[config.mk]
export PLATFORM = sky130hd
export DESIGN_NAME = adcsm_ctrl
export DESIGN_NICKNAME = d
export VERILOG_FILES = /design/src/adcsm_pkg.sv /design/src/adcsm_ctrl.sv
export VERILOG_INCLUDE_DIRS = /design/src /design/src/src
export SDC_FILE = /design/constraint.sdc
export NUM_CORES = 1
export LEC_CHECK = 0
export BUFFER_PORTS_ARGS = -buffer_cell sky130_fd_sc_hd__buf_2
export CORE_MARGIN = 2
export CORE_UTILIZATION = 45
export CTS_BUF_LIST = sky130_fd_sc_hd__clkbuf_4 sky130_fd_sc_hd__clkbuf_8 sky130_fd_sc_hd__clkbuf_16
export CTS_CLUSTER_DIAMETER = 150
export DETAILED_ROUTE_END_ITERATION = 10
export PLACE_DENSITY = 0.77
export SYNTH_ARGS = -nofsm -noshare
export SYNTH_HDL_FRONTEND = slang
export SYNTH_SLANG_ARGS = --single-unit
[constraint.sdc]
create_clock -name sys_clk -period 2.5 [get_ports sys_clk]
set_input_delay 0.125 -clock sys_clk [delete_from_list [all_inputs] [get_ports sys_clk]]
set_output_delay 0.125 -clock sys_clk [all_outputs]
set_load 0.01 [all_outputs]
[src/adcsm_params.svh]
// Offsets, field positions, reset values and codes for the single-mode control
`ifndef ADCSM_PARAMS_SVH
`define ADCSM_PARAMS_SVH

// Register indices as printed; byte address is four times the index
`define ADCSM_IDX_CTRL0 32'h00800080
`define ADCSM_IDX_CTRL1 32'h00800081
`define ADCSM_ADDR_CTRL0 (`ADCSM_IDX_CTRL0 * 32'h4)
`define ADCSM_ADDR_CTRL1 (`ADCSM_IDX_CTRL1 * 32'h4)

// Bit D(n) of a byte sits at bit (7 - n mod 8): D0 is the MSB
`define ADCSM_POS_HW_SRC 5
`define ADCSM_POS_TRIG_SEL 4
`define ADCSM_POS_REQ_SEL 3
`define ADCSM_POS_COMPLETE 2
`define ADCSM_POS_STOP 1
`define ADCSM_POS_START 0

`define ADCSM_POS_MODE 7
`define ADCSM_POS_RATE 6
`define ADCSM_POS_ENH 5
`define ADCSM_POS_CH_HI 3
`define ADCSM_POS_CH_LO 0

`define ADCSM_RST_CTRL0 8'h04
`define ADCSM_RST_CTRL1 8'h00

// Writable bits of each byte; unassigned bits stay zero
`define ADCSM_WMASK_CTRL0 8'h38
`define ADCSM_WMASK_CTRL1 8'hEF

`define ADCSM_ENH_CHANNEL 4'hF
`define ADCSM_RESP_OKAY 2'h0
`define ADCSM_RESP_SLVERR 2'h2

`endif

[src/adcsm_pkg.sv]
// Types shared by the single-mode control block
package adcsm_pkg;

  typedef enum logic [1:0] {
    ADCSM_IDLE = 2'b00,
    ADCSM_RUN = 2'b01,
    ADCSM_PRE = 2'b11
  } adcsm_state_type;

  // Conversion set-up handed to the converter core
  typedef struct packed {
    logic [3:0] channel;
    logic compare_mode;
    logic double_rate;
    logic enhance;
  } adcsm_cmd_type;

  // Result routing at completion
  typedef struct packed {
    logic to_data_reg;
    logic to_cmp_reg;
    logic [3:0] index;
  } adcsm_store_type;

endpackage

[src/adcsm_ctrl.sv]
// Single-mode converter control with an AXI4-Lite register slave
//
// Summary of operation
// - Hardware source: pin when 0, timer event when 1
// - Software trigger ignores the hardware source bit
// - Pin held low after completion starts nothing
// - Trigger select: 0 software start, 1 hardware
// - Completion raises interrupt or DMA request per select
// - Complete flag read-only, 1 at reset, 0 while running
// - Forced stop also sets the complete flag
// - Stop halts a running single; ignored otherwise
// - After stop, partial value held, not stored
// - Start and stop together: stop wins
// - Stop during pre-empting single resumes the scan
// - Start while running restarts the single conversion
// - Start during scan cancels channel, later resumes
// - Mode bit: 0 conversion, 1 comparator
// - Rate bit: 0 normal, 1 double rate
// - Channel field D12-D15 selects inputs 0-15
// - Enhancement bit enables the enhancement function
// - Unassigned bits read zero, ignore writes
// - Registers also govern the pre-empting single
// - Enhancement forces input 15; D14, D15 drive pins
// - Comparator results go to the comparator register
`timescale 1ns/10ps
`include "adcsm_params.svh"

module adcsm_ctrl
  import adcsm_pkg::*;
(
  input wire logic sys_clk,
  input wire logic rst,
  input wire logic [31:0] s_axi_awaddr,
  input wire logic s_axi_awvalid,
  output logic s_axi_awready,
  input wire logic [31:0] s_axi_wdata,
  input wire logic [3:0] s_axi_wstrb,
  input wire logic s_axi_wvalid,
  output logic s_axi_wready,
  output logic [1:0] s_axi_bresp,
  output logic s_axi_bvalid,
  input wire logic s_axi_bready,
  input wire logic [31:0] s_axi_araddr,
  input wire logic s_axi_arvalid,
  output logic s_axi_arready,
  output logic [31:0] s_axi_rdata,
  output logic [1:0] s_axi_rresp,
  output logic s_axi_rvalid,
  input wire logic s_axi_rready,
  input wire logic ext_trigger_n,
  input wire logic timer_event3,
  input wire logic conv_done,
  input wire logic scan_active,
  output adcsm_cmd_type conv_cmd,
  output logic conv_start,
  output logic conv_abort,
  output logic sar_hold,
  output adcsm_store_type result_store,
  output logic irq_req,
  output logic dma_req,
  output logic scan_cancel,
  output logic scan_resume,
  output logic [1:0] selector_pins
);

  adcsm_state_type state;
  logic [7:0] ctrl0;
  logic [7:0] ctrl1;
  logic single_complete_flag;
  logic [31:0] aw_addr;
  logic [7:0] w_byte;
  logic w_lane0;
  logic aw_full;
  logic w_full;
  logic trig_sync1;
  logic trig_sync2;
  logic trig_prev;
  logic do_write;
  logic wr_ctrl0;
  logic wr_ctrl1;
  logic sw_start;
  logic sw_stop;
  logic hw_trig;
  logic go;
  logic running;
  adcsm_cmd_type next_cmd;

  function automatic logic addr_hit(input logic [31:0] a);
    addr_hit = (a == `ADCSM_ADDR_CTRL0) || (a == `ADCSM_ADDR_CTRL1);
  endfunction

  // Write channel: address and data may arrive in either order
  always_ff @(posedge sys_clk)
  begin
    if (rst)
    begin
      s_axi_awready <= 1'b1;
      aw_full <= 1'b0;
      aw_addr <= 32'h0;
    end
    else if (s_axi_awvalid && s_axi_awready)
    begin
      s_axi_awready <= 1'b0;
      aw_full <= 1'b1;
      aw_addr <= s_axi_awaddr;
    end
    else if (do_write)
      aw_full <= 1'b0;
    else if (s_axi_bvalid && s_axi_bready)
      s_axi_awready <= 1'b1;
  end

  always_ff @(posedge sys_clk)
  begin
    if (rst)
    begin
      s_axi_wready <= 1'b1;
      w_full <= 1'b0;
      w_byte <= 8'h00;
      w_lane0 <= 1'b0;
    end
    else if (s_axi_wvalid && s_axi_wready)
    begin
      s_axi_wready <= 1'b0;
      w_full <= 1'b1;
      w_byte <= s_axi_wdata[7:0];
      w_lane0 <= s_axi_wstrb[0];
    end
    else if (do_write)
      w_full <= 1'b0;
    else if (s_axi_bvalid && s_axi_bready)
      s_axi_wready <= 1'b1;
  end

  assign do_write = aw_full && w_full && !s_axi_bvalid;
  assign wr_ctrl0 = do_write && w_lane0 && aw_addr == `ADCSM_ADDR_CTRL0;
  assign wr_ctrl1 = do_write && w_lane0 && aw_addr == `ADCSM_ADDR_CTRL1;

  always_ff @(posedge sys_clk)
  begin
    if (rst)
    begin
      s_axi_bvalid <= 1'b0;
      s_axi_bresp <= `ADCSM_RESP_OKAY;
    end
    else if (do_write)
    begin
      s_axi_bvalid <= 1'b1;
      s_axi_bresp <= addr_hit(aw_addr) ? `ADCSM_RESP_OKAY
                                       : `ADCSM_RESP_SLVERR;
    end
    else if (s_axi_bready)
      s_axi_bvalid <= 1'b0;
  end

  // Read channel; start and stop always read back as zero
  always_ff @(posedge sys_clk)
  begin
    if (rst)
    begin
      s_axi_arready <= 1'b1;
      s_axi_rvalid <= 1'b0;
      s_axi_rdata <= 32'h0;
      s_axi_rresp <= `ADCSM_RESP_OKAY;
    end
    else if (s_axi_arvalid && s_axi_arready)
    begin
      s_axi_arready <= 1'b0;
      s_axi_rvalid <= 1'b1;
      s_axi_rresp <= addr_hit(s_axi_araddr) ? `ADCSM_RESP_OKAY
                                            : `ADCSM_RESP_SLVERR;
      if (s_axi_araddr == `ADCSM_ADDR_CTRL0)
        s_axi_rdata <= {24'h0, ctrl0};
      else if (s_axi_araddr == `ADCSM_ADDR_CTRL1)
        s_axi_rdata <= {24'h0, ctrl1};
      else
        s_axi_rdata <= 32'h0;
    end
    else if (s_axi_rvalid && s_axi_rready)
    begin
      s_axi_rvalid <= 1'b0;
      s_axi_arready <= 1'b1;
    end
  end

  // Stored control bits; complete flag and unassigned bits not writable
  always_ff @(posedge sys_clk)
  begin
    if (rst)
    begin
      ctrl0 <= `ADCSM_RST_CTRL0;
      ctrl1 <= `ADCSM_RST_CTRL1;
    end
    else
    begin
      ctrl0 <= (w_byte & `ADCSM_WMASK_CTRL0 & {8{wr_ctrl0}})
             | (ctrl0 & ~(`ADCSM_WMASK_CTRL0 & {8{wr_ctrl0}})
                & ~(8'h01 << `ADCSM_POS_COMPLETE))
             | ({7'h00, single_complete_flag} << `ADCSM_POS_COMPLETE);
      if (wr_ctrl1)
        ctrl1 <= w_byte & `ADCSM_WMASK_CTRL1;
    end
  end

  // Pin is asynchronous; only the second stage feeds the edge detect
  always_ff @(posedge sys_clk)
  begin
    if (rst)
    begin
      trig_sync1 <= 1'b1;
      trig_sync2 <= 1'b1;
      trig_prev <= 1'b1;
    end
    else
    begin
      trig_sync1 <= ext_trigger_n;
      trig_sync2 <= trig_sync1;
      trig_prev <= trig_sync2;
    end
  end

  // Falling edge only, so a pin left low cannot re-trigger
  assign hw_trig = ctrl0[`ADCSM_POS_TRIG_SEL]
                && (ctrl0[`ADCSM_POS_HW_SRC] ? timer_event3
                    : (trig_prev && !trig_sync2));
  assign sw_start = wr_ctrl0 && w_byte[`ADCSM_POS_START]
                 && !ctrl0[`ADCSM_POS_TRIG_SEL];
  assign sw_stop = wr_ctrl0 && w_byte[`ADCSM_POS_STOP];
  assign go = (sw_start || hw_trig) && !sw_stop;
  assign running = state != ADCSM_IDLE;

  // Set-up for the next conversion, taken fresh at every start
  always_comb
  begin
    next_cmd.compare_mode = ctrl1[`ADCSM_POS_MODE];
    next_cmd.double_rate = ctrl1[`ADCSM_POS_RATE];
    next_cmd.enhance = ctrl1[`ADCSM_POS_ENH];
    next_cmd.channel = ctrl1[`ADCSM_POS_ENH] ? `ADCSM_ENH_CHANNEL
      : ctrl1[`ADCSM_POS_CH_HI:`ADCSM_POS_CH_LO];
  end

  always_ff @(posedge sys_clk)
  begin
    if (rst)
      conv_cmd <= '0;
    else if (go)
      conv_cmd <= next_cmd;
  end

  // D14 on pin 0, D15 on pin 1, only while enhancement is on
  always_ff @(posedge sys_clk)
  begin
    if (rst)
      selector_pins <= 2'b00;
    else if (ctrl1[`ADCSM_POS_ENH])
      selector_pins <= {ctrl1[0], ctrl1[1]};
    else
      selector_pins <= 2'b00;
  end

  // Sequencer; stop outranks start and completion in the same cycle
  always_ff @(posedge sys_clk)
  begin
    if (rst)
    begin
      state <= ADCSM_IDLE;
      single_complete_flag <= 1'b1;
      conv_start <= 1'b0;
      conv_abort <= 1'b0;
      sar_hold <= 1'b0;
      scan_cancel <= 1'b0;
      scan_resume <= 1'b0;
      irq_req <= 1'b0;
      dma_req <= 1'b0;
      result_store <= '0;
    end
    else
    begin
      conv_start <= 1'b0;
      conv_abort <= 1'b0;
      scan_cancel <= 1'b0;
      scan_resume <= 1'b0;
      irq_req <= 1'b0;
      dma_req <= 1'b0;
      result_store <= '0;
      case (state)
        ADCSM_IDLE:
          if (go)
          begin
            conv_start <= 1'b1;
            sar_hold <= 1'b0;
            single_complete_flag <= 1'b0;
            if (scan_active)
            begin
              scan_cancel <= 1'b1;
              state <= ADCSM_PRE;
            end
            else
              state <= ADCSM_RUN;
          end
        ADCSM_RUN, ADCSM_PRE:
          if (sw_stop)
          begin
            conv_abort <= 1'b1;
            sar_hold <= 1'b1;
            single_complete_flag <= 1'b1;
            scan_resume <= state == ADCSM_PRE;
            state <= ADCSM_IDLE;
          end
          else if (go)
          begin
            conv_abort <= 1'b1;
            conv_start <= 1'b1;
          end
          else if (conv_done)
          begin
            single_complete_flag <= 1'b1;
            result_store.to_data_reg <= !conv_cmd.compare_mode;
            result_store.to_cmp_reg <= conv_cmd.compare_mode;
            result_store.index <= conv_cmd.channel;
            irq_req <= !ctrl0[`ADCSM_POS_REQ_SEL];
            dma_req <= ctrl0[`ADCSM_POS_REQ_SEL];
            scan_resume <= state == ADCSM_PRE;
            state <= ADCSM_IDLE;
          end
        default:
          state <= ADCSM_IDLE;
      endcase
    end
  end
endmodule

==> impl_metrics.yaml <==
routing:
  ant_nets: 0
  drc: 0
  vias: 3351
  drt-vias-per-instance: 4.88
  wirelength_um: 8730
  drtPass1Iterations: 4
  wl_per_cell_um: 12.7
  drt-initial-drc-count: 63
sta:
  fmax_mhz: 416
  timing.final.ws_setup_ns: 0.0948
  fin_crit_sh_pct: 96.2
  slew_viol_final: 0
  fin_crit_ns: 2.41
  setup_viol: 0
  max_slew_margin_pct: 34.9
  hold_viol: 0
  fin_skew_ns: 0.0126
  setup_tns_ns: 0
  rsz0062_at_grt: "no"
  worstMarginPinSlew_ns: 0.974
global_route:
  grt_max_degree: 37
  track_usage_pct: 19.3
  antenna_found_initial: 0
  use_met2_pct: 35.4
  busiest_layer: "met2"
  use_met1_pct: 21.8
  grt_pass1_vias: 3106
  gr-total-overflow: 0
  grtUsageMet3_pct: 5.01
  grt_pass1_wl_um: 13800
power:
  p_switching_uw: 767
  p_int_mw: 2.22
  max-vdd-ir-drop_mv: 0.336
  p_leak_nw: 2.26
  p_comb_share_pct: 10.1
  sw_frac_of_total_pct: 25.7
  clkPwrFrac_pct: 35.4
  p_per_area_mw_per_mm2: 610
  pwr-share-seq_pct: 54.6
synthesis:
  synth-simple-area-share_pct: 22.9
  yosys.area_share.xor_xnor_pct: 0
  yosysSeqAreaShare_pct: 51.0
  yosysTopAreaCellShare_pct: 51.0
  synth-main-ff-cell: "dfxtp_1"
  synthDistinctLibCells: 40
  synth_compound_area_share_pct: 12.2
  muxShareOfSynthArea_pct: 5.91
  synth_seq_cells: 97
  syn_area_mm2: 0.00381
  syn_area_per_cell_um2: 8.80
  synth.area.top_cells: "dfxtp_1 51%, nand2_1 8.7%, a21oi_1 6.7%, buf_4 5.1%, mux2i_1 4.7%"
  synth.largest_area_cell: "dfxtp_1"
  synth_top_family_by_area: "simple AND/OR/NAND/NOR gates"
  synth_edf_count: 0
  synthCells: 433
  synth_warnings: 0
  synth_fa_ha_area_share_pct: 0
  async_flop_share_pct: 0
clock_tree:
  clk_path_buf_depth: 2
  clock-root-buffer: "clkbuf_8"
  cts_buffers: 9
  cts_tree: "done"
  cts.sinks: 97
  clk_latency_ns: 0.36
  clk_pin_slew_ns: 0.10
  htreeDepth: 3
  cts_resized: 0
final_layout:
  fin_nets: 687
  drive_above_1_share_pct: 27.0
  n_fill_cell: 750
  syn2layout_area_growth_pct: 28.4
  n_antenna_cell: 0
floorplan:
  die_w_um: 96.0
  ios: 174
  core-area_mm2: 0.00822
  die-area_mm2: 0.00922
  fp.dieH_um: 96.0
  placementRows: 33
  initial_core_util_pct: 46.4
status:
  status: "completed"
critical_path:
  critPathLaunchType: "register"
  crit_path_end_kind: "register"
  worst-path-max-fanout: 6
  path_class: "register to register"
  cpPeakStageDelay_ns: 0.61
  cp.arrival_ns: 2.66
  path_cells: "nor4_1 > nand4_1 > or4_1 > a311o_1 > a221o_1"
  cp.required_ns: 2.75
  critPathSlowestCell: "or4_1"
place:
  preCtsSetupSlack_ns: 0.0924
  hpwl_um: 6370
  place_congestion: 0.813
  io_buffers: 120
min_path:
  hold_class: "input port to register"
run:
  drv_cap: 0
routing by layer:
layer | share of wire [%] | wire (um)
met1 | 43 | 3710
met2 | 49 | 4320
met5 | 0 | 0
met4 | 0.87 | 76
met3 | 7.1 | 624
Yosys cell counts (4+ instances only):
| master | number |
|---|---|
| inv_1 | 6 |
| buf_4 | 26 |
| nor4_1 | 11 |
| nand2_1 | 88 |
| nand2b_1 | 14 |
| nor2_1 | 27 |
| and2_1 | 8 |
| mux2_2 | 4 |
| mux2i_1 | 18 |
| clkbuf_1 | 19 |
| a32oi_1 | 5 |
| nor2b_1 | 5 |
| a21oi_1 | 51 |
| o21bai_1 | 6 |
| nor3_1 | 5 |
| dfxtp_1 | 97 |
| or2_2 | 5 |
critical path, delay by kind of cell (launching register included):
| kind | cells | cell delay, ns |
|---|---|---|
| and+or+nand+nor | 3 | 1.24 |
| DFF | 1 | 0.32 |
| AOI/OAI and AO/OA | 2 | 0.73 |
final cells by class:
type | count | area [um2] | share of cell area (%)
Clock inverter | 7 | 86.3 | 1.76
Clock buffer | 9 | 124 | 2.53
Sequential cell | 97 | 1940 | 39.7
Timing Repair Buffer | 155 | 926 | 18.9
Tap cell | 105 | 131 | 2.68
Inverter | 6 | 22.5 | 0.460
Multi-Input combinational cell | 307 | 1660 | 34.0
cells in the final DEF (no fill, tap or decap), types with 11 or more instances in the layout:
| cell type | instances |
|---|---|
| nor2_1 | 27 |
| a21oi_1 | 51 |
| nand2_1 | 88 |
| dlygate4sd3_1 | 25 |
| nor4_1 | 11 |
| mux2i_1 | 18 |
| dfxtp_1 | 97 |
| conb_1 | 26 |
| nand2b_1 | 14 |
| buf_2 | 120 |
flip-flops by register name, summed over array words and instances (netlist names), 2 cells and up, named ones only:
name / flops
w_byte: 8
state: 2
selector_pins: 2
ctrl1: 7
conv_cmd: 7
aw_addr: 32
s_axi_rdata: 8
result_store: 6
through the flow:
stage | cells | instance area, um2 | hold WS (ns) | total power, mW | utilization [%]
3_5_place_dp | 645 | 4430 | 0.320 | 1.94 | 54.0
2_1_floorplan | 458 | 3910 | 0.229 | 1.85 | -
6_report | 686 | 4890 | 0.00761 | 2.99 | 59.6
5_1_grt | 686 | 4890 | 0.00195 | 3.12 | 59.6
4_1_cts | 686 | 4890 | 0.000270 | 3.01 | 59.6
3_3_place_gp | 645 | 4430 | 0.323 | 1.93 | 54.0
path summary, 6_finish.rpt:
kind | from | end | slack (ns) | cells past startpoint
worst max-delay path | aw_addr[31] | single_complete_flag | 0.09 | 5
worst max register to register | aw_addr[31] | single_complete_flag | 0.09 | 5
worst min register to register | trig_sync1 | trig_sync2 | 0.42 | 1
worst min-delay path | s_axi_awaddr[27] | aw_addr[27] | 0.008 | 3
cells by family (layout without fill, tap and decap cells):
kind of cell | count (synthesis) | count (layout)
flops | 97 | 97
buf+inv | 54 | 177
other cells | 1 | 26
mux | 22 | 22
compound gates | 77 | 77
simple gates | 182 | 182
what timing repair did:
action	in CTS	in global routing
buffers inserted	0	0
setup endpoints to repair	0	0
hold endpoints to repair	25	0
hold buffers	25	0
power by group through the flow:
stage	combinational, mW	clock, mW	sequential (mW)
after floorplan	0.191	0	1.66
after global placement	0.263	0	1.66
after detailed placement	0.270	0	1.67
after CTS	0.300	1.08	1.63
after global routing	0.339	1.14	1.64
final	0.301	1.06	1.63
Note: power is estimated with default switching activity, not from simulation.
